<file path="config.mk">
export PLATFORM = sky130hd
export DESIGN_NAME = reference_pulse_decoder
export DESIGN_NICKNAME = d
export VERILOG_FILES = /design/src/shared/ref_pulse_pkg.sv /design/src/core/reference_pulse_decoder.sv
export SDC_FILE = /design/constraint.sdc
export NUM_CORES = 1
export LEC_CHECK = 0
export BUFFER_PORTS_ARGS = -buffer_cell sky130_fd_sc_hd__buf_2
export CORE_MARGIN = 1.5
export CORE_UTILIZATION = 30
export DETAILED_ROUTE_END_ITERATION = 7
export PLACE_DENSITY = 0.45
export SLEW_MARGIN = 30
export SYNTH_ARGS = -nofsm -noshare
export SYNTH_HDL_FRONTEND = slang
export SYNTH_SLANG_ARGS = --single-unit
</file>
<file path="constraint.sdc">
create_clock -name aclk -period 14.15 [get_ports aclk]
set_input_delay 1.415 -clock aclk [delete_from_list [all_inputs] [get_ports aclk]]
set_output_delay 1.415 -clock aclk [all_outputs]
set_load 0.01 [all_outputs]
</file>
<file path="src/shared/ref_pulse_pkg.sv">
// constants, register map and carrier types for the reference pulse decoder
// assumes a 100 MHz aclk and an axi4-lite register bus with 32-bit data
// What this block does
// - pulses count only when control method select holds the position code; latched at restart
// - form 0: each pulse counts forward while direction high, reverse while low
// - form 5: count forward while direction low, reverse while high
// - form 1: first line pulses forward, second line reverse; idle low
// - form 6: as form 1 with both lines inverted; idle high
// - forms 2, 3, 4: quadrature with one, two, four counts per cycle
// - quadrature: forward when second phase leads first, reverse when it lags
// - quadrature input up to 1 Mpps before multiplication must be accepted
// - pulse forms accept up to 4 Mpps; host stays within that
// - filter 0 line driver up to 1 Mpps; filter 1 open collector 200 kpps
// - filter 2 second line driver filter for 1 to 4 Mpps
package ref_pulse_pkg;
    // register byte offsets
    localparam logic [7:0] off_control = 8'h00; // control method select, latched at restart
    localparam logic [7:0] off_config = 8'h04;  // pulse form [3:0], filter [13:12]
    localparam logic [7:0] off_position = 8'h08; // signed accumulated position
    localparam logic [7:0] off_status = 8'h0c;  // active control method, enabled flag
    localparam logic [7:0] off_restart = 8'h10; // write 1 in bit 0 to restart
    // field layout and values
    localparam int form_lsb = 0;
    localparam int filt_lsb = 12;
    localparam logic [3:0] ctrl_position = 4'h1; // position control code
    localparam logic [3:0] ctrl_reset = 4'h0;
    localparam logic [3:0] form_sign_pos = 4'h0;
    localparam logic [3:0] form_cwccw_pos = 4'h1;
    localparam logic [3:0] form_quad_x1 = 4'h2;
    localparam logic [3:0] form_quad_x2 = 4'h3;
    localparam logic [3:0] form_quad_x4 = 4'h4;
    localparam logic [3:0] form_sign_neg = 4'h5;
    localparam logic [3:0] form_cwccw_neg = 4'h6;
    localparam logic [1:0] filt_line = 2'h0;
    localparam logic [1:0] filt_open = 2'h1;
    localparam logic [1:0] filt_line2 = 2'h2;
    // filter stable times in ns, half of the shortest level at the filter's top rate
    localparam int clk_ns = 10;
    localparam int filt_line_ns = 250;  // 1 Mpps: 500 ns half period
    localparam int filt_open_ns = 1250; // 200 kpps: 2500 ns half period
    localparam int filt_line2_ns = 60;  // 4 Mpps: 125 ns half period
    localparam int filt_line_cyc = filt_line_ns / clk_ns;
    localparam int filt_open_cyc = filt_open_ns / clk_ns;
    localparam int filt_line2_cyc = filt_line2_ns / clk_ns;
    localparam int filt_w = 8;
    localparam logic [1:0] resp_okay = 2'h0;
    localparam logic [1:0] resp_slverr = 2'h2;

    // one count step out of the decoder
    typedef struct packed {
        logic fwd;
        logic rev;
    } step_t;

    // axi4-lite write request payload
    typedef struct packed {
        logic [7:0] addr;
        logic [31:0] data;
        logic [3:0] strb;
    } wr_req_t;
endpackage : ref_pulse_pkg

</file>
<file path="src/core/reference_pulse_decoder.sv">
// reference pulse decoder with axi4-lite register slave
// assumes fwd_pulse_in and rev_pulse_in are asynchronous pins; bus runs on aclk
`timescale 1ns/1ns
module reference_pulse_decoder #(
    parameter int pos_w = 32 // width of the position accumulator
) (
    input wire logic aclk,              // 100 MHz clock
    input wire logic aresetn,           // synchronous reset, active low
    input wire logic fwd_pulse_in,      // pulse / first phase / forward line
    input wire logic rev_pulse_in,      // direction / second phase / reverse line
    input wire logic [7:0] s_axi_awaddr, // write address
    input wire logic s_axi_awvalid,     // write address valid
    output logic s_axi_awready,         // write address ready
    input wire logic [31:0] s_axi_wdata, // write data
    input wire logic [3:0] s_axi_wstrb, // write strobes
    input wire logic s_axi_wvalid,      // write data valid
    output logic s_axi_wready,          // write data ready
    output logic [1:0] s_axi_bresp,     // write response
    output logic s_axi_bvalid,          // write response valid
    input wire logic s_axi_bready,      // write response ready
    input wire logic [7:0] s_axi_araddr, // read address
    input wire logic s_axi_arvalid,     // read address valid
    output logic s_axi_arready,         // read address ready
    output logic [31:0] s_axi_rdata,    // read data
    output logic [1:0] s_axi_rresp,     // read response
    output logic s_axi_rvalid,          // read data valid
    input wire logic s_axi_rready       // read data ready
);
    if (pos_w < 2 || pos_w > 32) begin : g_chk
        $error("pos_w must lie in 2..32");
    end

    // filter counters must hold the longest stable time
    if (ref_pulse_pkg::filt_open_cyc >= (1 << ref_pulse_pkg::filt_w)) begin : g_chk_filt
        $error("filter stable time does not fit its counter");
    end

    // two-stage synchronisers, then per-line glitch filters
    localparam int filt_cnt_w = ref_pulse_pkg::filt_w;
    logic [1:0] sync1, sync2, filt, next_filt;
    logic [filt_cnt_w-1:0] fcnt [2];
    logic [filt_cnt_w-1:0] next_fcnt [2];
    logic [1:0] filt_sel;
    logic [filt_cnt_w-1:0] filt_lim;

    always_ff @(posedge aclk) begin
        if (!aresetn) begin
            sync1 <= 2'h0;
            sync2 <= 2'h0;
        end else begin
            sync1 <= {rev_pulse_in, fwd_pulse_in};
            sync2 <= sync1;
        end
    end

    // stable time chosen by the filter setting
    always_comb begin
        case (filt_sel)
            ref_pulse_pkg::filt_open: filt_lim = filt_cnt_w'(ref_pulse_pkg::filt_open_cyc);
            ref_pulse_pkg::filt_line2: filt_lim = filt_cnt_w'(ref_pulse_pkg::filt_line2_cyc);
            default: filt_lim = filt_cnt_w'(ref_pulse_pkg::filt_line_cyc);
        endcase
    end

    // a line level is accepted only after it has stood filt_lim cycles
    for (genvar i = 0; i < 2; i++) begin : g_filt
        always_comb begin
            next_filt[i] = filt[i];
            next_fcnt[i] = '0;
            if (sync2[i] != filt[i]) begin
                if (fcnt[i] >= filt_lim - 1'b1) begin
                    next_filt[i] = sync2[i];
                end else begin
                    next_fcnt[i] = fcnt[i] + 1'b1;
                end
            end
        end
        always_ff @(posedge aclk) begin
            if (!aresetn) begin
                fcnt[i] <= '0;
            end else begin
                fcnt[i] <= next_fcnt[i];
            end
        end
    end

    // filtered levels and their previous values; reset to idle low
    logic [1:0] prev;
    always_ff @(posedge aclk) begin
        if (!aresetn) begin
            filt <= 2'h0;
            prev <= 2'h0;
        end else begin
            filt <= next_filt;
            prev <= filt;
        end
    end

    // registers
    logic [3:0] ctrl_req, ctrl_act, form;
    logic [pos_w-1:0] position;
    logic enabled;

    // decode one step from the filtered lines according to the pulse form
    ref_pulse_pkg::step_t step;
    logic a, b, pa, pb, a_rise, b_rise, a_edge, b_edge;
    always_comb begin
        a = filt[0];
        b = filt[1];
        pa = prev[0];
        pb = prev[1];
        a_rise = a & ~pa;
        b_rise = b & ~pb;
        a_edge = a ^ pa;
        b_edge = b ^ pb;
        // forward when phase b leads phase a: a rises while b high etc.
        // quadrature: an edge on one line is read against the other line's level
        step = '0;
        case (form)
            ref_pulse_pkg::form_sign_pos: begin
                step.fwd = a_rise & b;
                step.rev = a_rise & ~b;
            end
            ref_pulse_pkg::form_sign_neg: begin
                step.fwd = a_rise & ~b;
                step.rev = a_rise & b;
            end
            ref_pulse_pkg::form_cwccw_pos: begin
                step.fwd = a_rise & ~b_rise;
                step.rev = b_rise & ~a_rise;
            end
            ref_pulse_pkg::form_cwccw_neg: begin
                step.fwd = (~a & pa) & ~(~b & pb);
                step.rev = (~b & pb) & ~(~a & pa);
            end
            ref_pulse_pkg::form_quad_x1: begin
                step.fwd = a_rise & ~b_edge & b;
                step.rev = a_rise & ~b_edge & ~b;
            end
            ref_pulse_pkg::form_quad_x2: begin
                step.fwd = a_edge & ~b_edge & (a == b);
                step.rev = a_edge & ~b_edge & (a != b);
            end
            ref_pulse_pkg::form_quad_x4: begin
                step.fwd = (a_edge ^ b_edge) & (a_edge ? (a == b) : (a != b));
                step.rev = (a_edge ^ b_edge) & (a_edge ? (a != b) : (a == b));
            end
            default: step = '0;
        endcase
    end

    // position accumulator; counts only under position control
    logic [pos_w-1:0] next_position;
    always_comb begin
        next_position = position;
        if (enabled && step.fwd) begin
            next_position = position + 1'b1;
        end else if (enabled && step.rev) begin
            next_position = position - 1'b1;
        end
    end

    // axi4-lite slave state
    logic aw_held, w_held, next_aw_held, next_w_held;
    logic [7:0] awaddr_q, next_awaddr_q;
    logic [31:0] wdata_q, next_wdata_q;
    logic bvalid, next_bvalid, rvalid, next_rvalid;
    logic [1:0] bresp, next_bresp, rresp, next_rresp;
    logic [31:0] rdata, next_rdata;
    logic [3:0] next_ctrl_req, next_ctrl_act, next_form;
    logic [1:0] next_filt_sel;
    logic next_enabled, do_write, restart;

    always_comb begin
        next_aw_held = aw_held;
        next_w_held = w_held;
        next_awaddr_q = awaddr_q;
        next_wdata_q = wdata_q;
        // each channel is taken only at an edge where its ready stands
        if (s_axi_awvalid && s_axi_awready) begin
            next_aw_held = 1'b1;
            next_awaddr_q = s_axi_awaddr;
        end
        // unstrobed bytes are stored as zero
        if (s_axi_wvalid && s_axi_wready) begin
            next_w_held = 1'b1;
            next_wdata_q = s_axi_wdata & {{8{s_axi_wstrb[3]}}, {8{s_axi_wstrb[2]}},
                {8{s_axi_wstrb[1]}}, {8{s_axi_wstrb[0]}}};
        end
        do_write = aw_held && w_held && !bvalid;
        next_bvalid = bvalid;
        next_bresp = bresp;
        next_ctrl_req = ctrl_req;
        next_form = form;
        next_filt_sel = filt_sel;
        restart = 1'b0;
        if (bvalid && s_axi_bready) begin
            next_bvalid = 1'b0;
        end
        if (do_write) begin
            next_aw_held = 1'b0;
            next_w_held = 1'b0;
            next_bvalid = 1'b1;
            next_bresp = ref_pulse_pkg::resp_okay;
            case (awaddr_q)
                ref_pulse_pkg::off_control: next_ctrl_req = wdata_q[3:0];
                ref_pulse_pkg::off_config: begin
                    next_form = wdata_q[ref_pulse_pkg::form_lsb +: 4];
                    next_filt_sel = wdata_q[ref_pulse_pkg::filt_lsb +: 2];
                end
                ref_pulse_pkg::off_restart: restart = wdata_q[0];
                ref_pulse_pkg::off_position, ref_pulse_pkg::off_status: ;
                default: next_bresp = ref_pulse_pkg::resp_slverr;
            endcase
        end
        // control method takes effect only at restart
        next_ctrl_act = restart ? ctrl_req : ctrl_act;
        next_enabled = (next_ctrl_act == ref_pulse_pkg::ctrl_position);
        next_rvalid = rvalid;
        next_rdata = rdata;
        next_rresp = rresp;
        if (rvalid && s_axi_rready) begin
            next_rvalid = 1'b0;
        end
        // a read is taken only while arready stands
        if (s_axi_arvalid && s_axi_arready) begin
            next_rvalid = 1'b1;
            next_rresp = ref_pulse_pkg::resp_okay;
            case (s_axi_araddr)
                ref_pulse_pkg::off_control: next_rdata = {28'h0000000, ctrl_req};
                ref_pulse_pkg::off_config: next_rdata = {18'h00000, filt_sel, 8'h00, form};
                ref_pulse_pkg::off_position: next_rdata = 32'(signed'(position));
                ref_pulse_pkg::off_status: next_rdata = {23'h000000, enabled, 4'h0, ctrl_act};
                ref_pulse_pkg::off_restart: next_rdata = 32'h00000000;
                default: begin
                    next_rdata = 32'h00000000;
                    next_rresp = ref_pulse_pkg::resp_slverr;
                end
            endcase
        end
    end

    always_ff @(posedge aclk) begin
        if (!aresetn) begin
            aw_held <= 1'b0;
            w_held <= 1'b0;
            awaddr_q <= 8'h00;
            wdata_q <= 32'h00000000;
            bvalid <= 1'b0;
            bresp <= 2'h0;
            rvalid <= 1'b0;
            rresp <= 2'h0;
            rdata <= 32'h00000000;
            ctrl_req <= ref_pulse_pkg::ctrl_reset;
            ctrl_act <= ref_pulse_pkg::ctrl_reset;
            form <= ref_pulse_pkg::form_sign_pos;
            filt_sel <= ref_pulse_pkg::filt_line;
            enabled <= 1'b0;
            position <= '0;
        end else begin
            aw_held <= next_aw_held;
            w_held <= next_w_held;
            awaddr_q <= next_awaddr_q;
            wdata_q <= next_wdata_q;
            bvalid <= next_bvalid;
            bresp <= next_bresp;
            rvalid <= next_rvalid;
            rresp <= next_rresp;
            rdata <= next_rdata;
            ctrl_req <= next_ctrl_req;
            ctrl_act <= next_ctrl_act;
            form <= next_form;
            filt_sel <= next_filt_sel;
            enabled <= next_enabled;
            position <= restart ? '0 : next_position;
        end
    end

    // ready flags come from flip-flops: each open while its own channel holds nothing and its answer is not pending
    logic awready_q, wready_q, arready_q;
    always_ff @(posedge aclk) begin
        if (!aresetn) begin
            awready_q <= 1'b0;
            wready_q <= 1'b0;
            arready_q <= 1'b0;
        end else begin
            awready_q <= !next_aw_held && !next_bvalid;
            wready_q <= !next_w_held && !next_bvalid;
            arready_q <= !next_rvalid;
        end
    end

    assign s_axi_awready = awready_q;
    assign s_axi_wready = wready_q;
    assign s_axi_arready = arready_q;
    assign s_axi_bvalid = bvalid;
    assign s_axi_bresp = bresp;
    assign s_axi_rvalid = rvalid;
    assign s_axi_rresp = rresp;
    assign s_axi_rdata = rdata;
endmodule : reference_pulse_decoder

</file>
==> impl_metrics.env <==
export IMPL_status="complete, no violations"
export IMPL_antenna_cells=0
export IMPL_first_pass_iters=4
export IMPL_cts_hold_buf=0
export IMPL_routed_via_density=4.87
export IMPL_period_needed_ps=4810
export IMPL_drc=0
export IMPL_routed_wl_mm=17.8
export IMPL_netlist_instances=837
export IMPL_crit_chain="inv_1 -> ha_1 -> ha_1 -> nor3b_1 -> nand3_1 -> o211ai_1 -> a211o_1 -> nand2_1 -> buf_4 -> ha_1 -> a211o_1 -> a211oi_1 -> nor2_1 -> nor3_1 -> o21ai_1 -> a21oi_1 -> xor2_1 -> a211oi_1"
export IMPL_worst_setup_path_start_kind="flop"
export IMPL_hpwl_mm=12.4
export IMPL_endpoint_kind="flop"
export IMPL_dpl_cell_area_sq_mm=0.00778
export IMPL_worst_path_max_fanout=31
export IMPL_cp_arrival_ps=5140
export IMPL_grt_max_degree=83
export IMPL_portBuffers=71
export IMPL_core_sq_mm=0.0234
export IMPL_final_util=0.357
export IMPL_post_cts_buffers=0
export IMPL_grt_pass1_vias=5635
export IMPL_p_leak_nw=3.49
export IMPL_hp_class="reg2reg"
export IMPL_critPathKind="reg2reg"
export IMPL_fmax_mhz=208
export IMPL_drive_above_1_share=0.138
export IMPL_antenna_found_initial=0
export IMPL_fp_dieW_um=157
export IMPL_cap_violations=0
export IMPL_clock_path_buffers=2
export IMPL_setup_violations=0
export IMPL_holdWs_ps=435
export IMPL_final_period_utilization=0.340
export IMPL_tns_ps=0
export IMPL_grt_remaining_overflow=0
export IMPL_yosys_top_cells_area="dfxtp_1 35%, ha_1 9.3%, nor2b_1 4.6%"
export IMPL_cts_resized=0
export IMPL_postSynthAreaPerCell_sq_um=8.53
export IMPL_ir_worst_vdd_mv=0.0792
export IMPL_cts_root_buf="clkbuf_16"
export IMPL_critPathRequiredTime_ps=14470
export IMPL_cts_tree="done"
export IMPL_dieArea_sq_mm=0.0247
export IMPL_dr_total_vias=5965
export IMPL_relSlewSlack=0.507
export IMPL_htree_levels=4
export IMPL_clock_latency_ps=430
export IMPL_start_util=0.305
export IMPL_ys_types=65
export IMPL_synthToLayoutAreaGrowth_pct=17.2
export IMPL_finalMaxSlewViolations=0
export IMPL_mappedNetlistArea_sq_mm=0.00714
export IMPL_reg2regPathDepth=18
export IMPL_io_pins=102
export IMPL_rows=56
export IMPL_synth_largest_area_cell="dfxtp_1"
export IMPL_synth_seq_cells=126
export IMPL_yosysSeqAreaShare=0.353
export IMPL_stdcell_area_sq_mm=0.00836
export IMPL_fin_nets=1008
export IMPL_place_congestion=0.801
export IMPL_cts_buffers=17
export IMPL_grt_pass1_wl_mm=29.3
export IMPL_path_common_cell="ha_1"
export IMPL_die_h_um=157
export IMPL_wl_per_cell_um=14.5
export IMPL_drt_initial_drc_count=248
export IMPL_power_density_mw_per_mm2=98.9
export IMPL_rsz0062_at_grt="false"
export IMPL_finalHoldViolCount=0
export IMPL_layout_cells_most_common="dfxtp_1"
export IMPL_min_path_cells=1
export IMPL_tightest_slew_ps=739
export IMPL_grt_usage=0.149
export IMPL_critPathSlowestCell="dfxtp_1"
export IMPL_clk_pin_slew_worst_paths_ps=60
export IMPL_yosys_warnings=0
export IMPL_ant_nets=0
export IMPL_ys_flop_type="dfxtp_1"
export IMPL_final_cell_mix="126 x dfxtp_1, 79 x nand2_1, 71 x buf_2, 60 x nor2_1, 54 x a21oi_1"
export IMPL_finClkSkew_ps=11.9
export IMPL_synth_top_cell_area_share=0.353
export IMPL_numClockSinks=126
export IMPL_synth_edf_count=0
export IMPL_cp_slowest_stage_delay_ps=550
export IMPL_async_flop_share=0
## registers in the layout, indices dropped and copies added, names as in the netlist, 4 cells and up
name / count
form: 4
fcnt: 16
ctrl_act: 4
awaddr_q: 8
position: 32
wdata_q: 6
ctrl_req: 4
s_axi_rdata: 32
## area by class of cell
class	instances	area, sq um
fill	2494	15000
multi-input combinational	647	4360
sequential	126	2520
clock buffer	18	439
timing repair buffer	78	408
tap	319	399
clock inverter	14	148
inverter	23	86.3
## through the flow
stage                     setup slack [ps]  cells  total power, mW
after floorplan                       9710    839            0.388
after global placement                9360   1193            0.399
after detailed placement              9400   1193            0.399
after CTS                             9360   1225            0.841
after global routing                  8920   1225            0.859
final                                 9340   1225            0.827
## final timing paths
kind / startpoint / endpoint / slack (ps)
setup / recovery: filt[1] / position[19] / 9340
hold / removal: sync1[0] / sync2[0] / 430
setup reg to reg: filt[1] / position[19] / 9340
hold reg to reg: sync1[0] / sync2[0] / 430
## cells in the mapped netlist, drive strengths merged (3+ instances only)
cell type  number
dfxtp         126
nand2          80
nor2           60
a21oi          54
ha             53
nor2b          53
nand3          49
o21ai          34
clkbuf         30
a22oi          28
a21boi         23
inv            23
xnor2          20
nor3           19
mux2i          18
xor2           16
a21o           14
a211oi         13
buf            13
and3           12
and2           11
o21a           10
nand4           8
a2111oi         5
a31oi           5
nand2b          5
o211ai          5
mux4            4
nor3b           4
a211o           3
nor4            3
o211a           3
or3             3
## layer usage
metal  up-vias  GRT usage  part of all wire
met5         -          0                 0
met4         0     0.0512             0.014
met1      2752      0.212              0.52
li1       3109          -                 -
met2        89      0.224              0.43
met3        15     0.0300             0.034
## report_power, final
group	internal [mW]	switching (mW)	leakage [nW]
clock	0.253	0.184	0.286
sequential	0.359	0.00374	1.02
combinational	0.0115	0.0166	2.19
total	0.623	0.205	3.49
## worst max-delay path: cells and delay by family, from the launching register on
family | cells | cell delay (ps)
flops | 1 | 550
compound gates | 7 | 1750
simple gates | 5 | 810
xor+xnor | 1 | 90
fa+ha+maj | 3 | 1010
buf+inv | 2 | 460
## cell families (layout without fill, tap and decap cells)
kind of cell / Yosys count / count (layout) / synth area share
adders and majority gates: 54 / 54 / 0.0957
AOI/OAI and AO/OA: 210 / 210 / 0.194
xor gates and xnor gates: 37 / 37 / 0.0473
muxes: 23 / 23 / 0.0394
DFF: 126 / 126 / 0.353
and+or+nand+nor: 319 / 319 / 0.230
buffers and inverters: 66 / 133 / 0.0386
other: 2 / 4 / 0.00105
No activity file was read; power rests on OpenSTA's default activity.
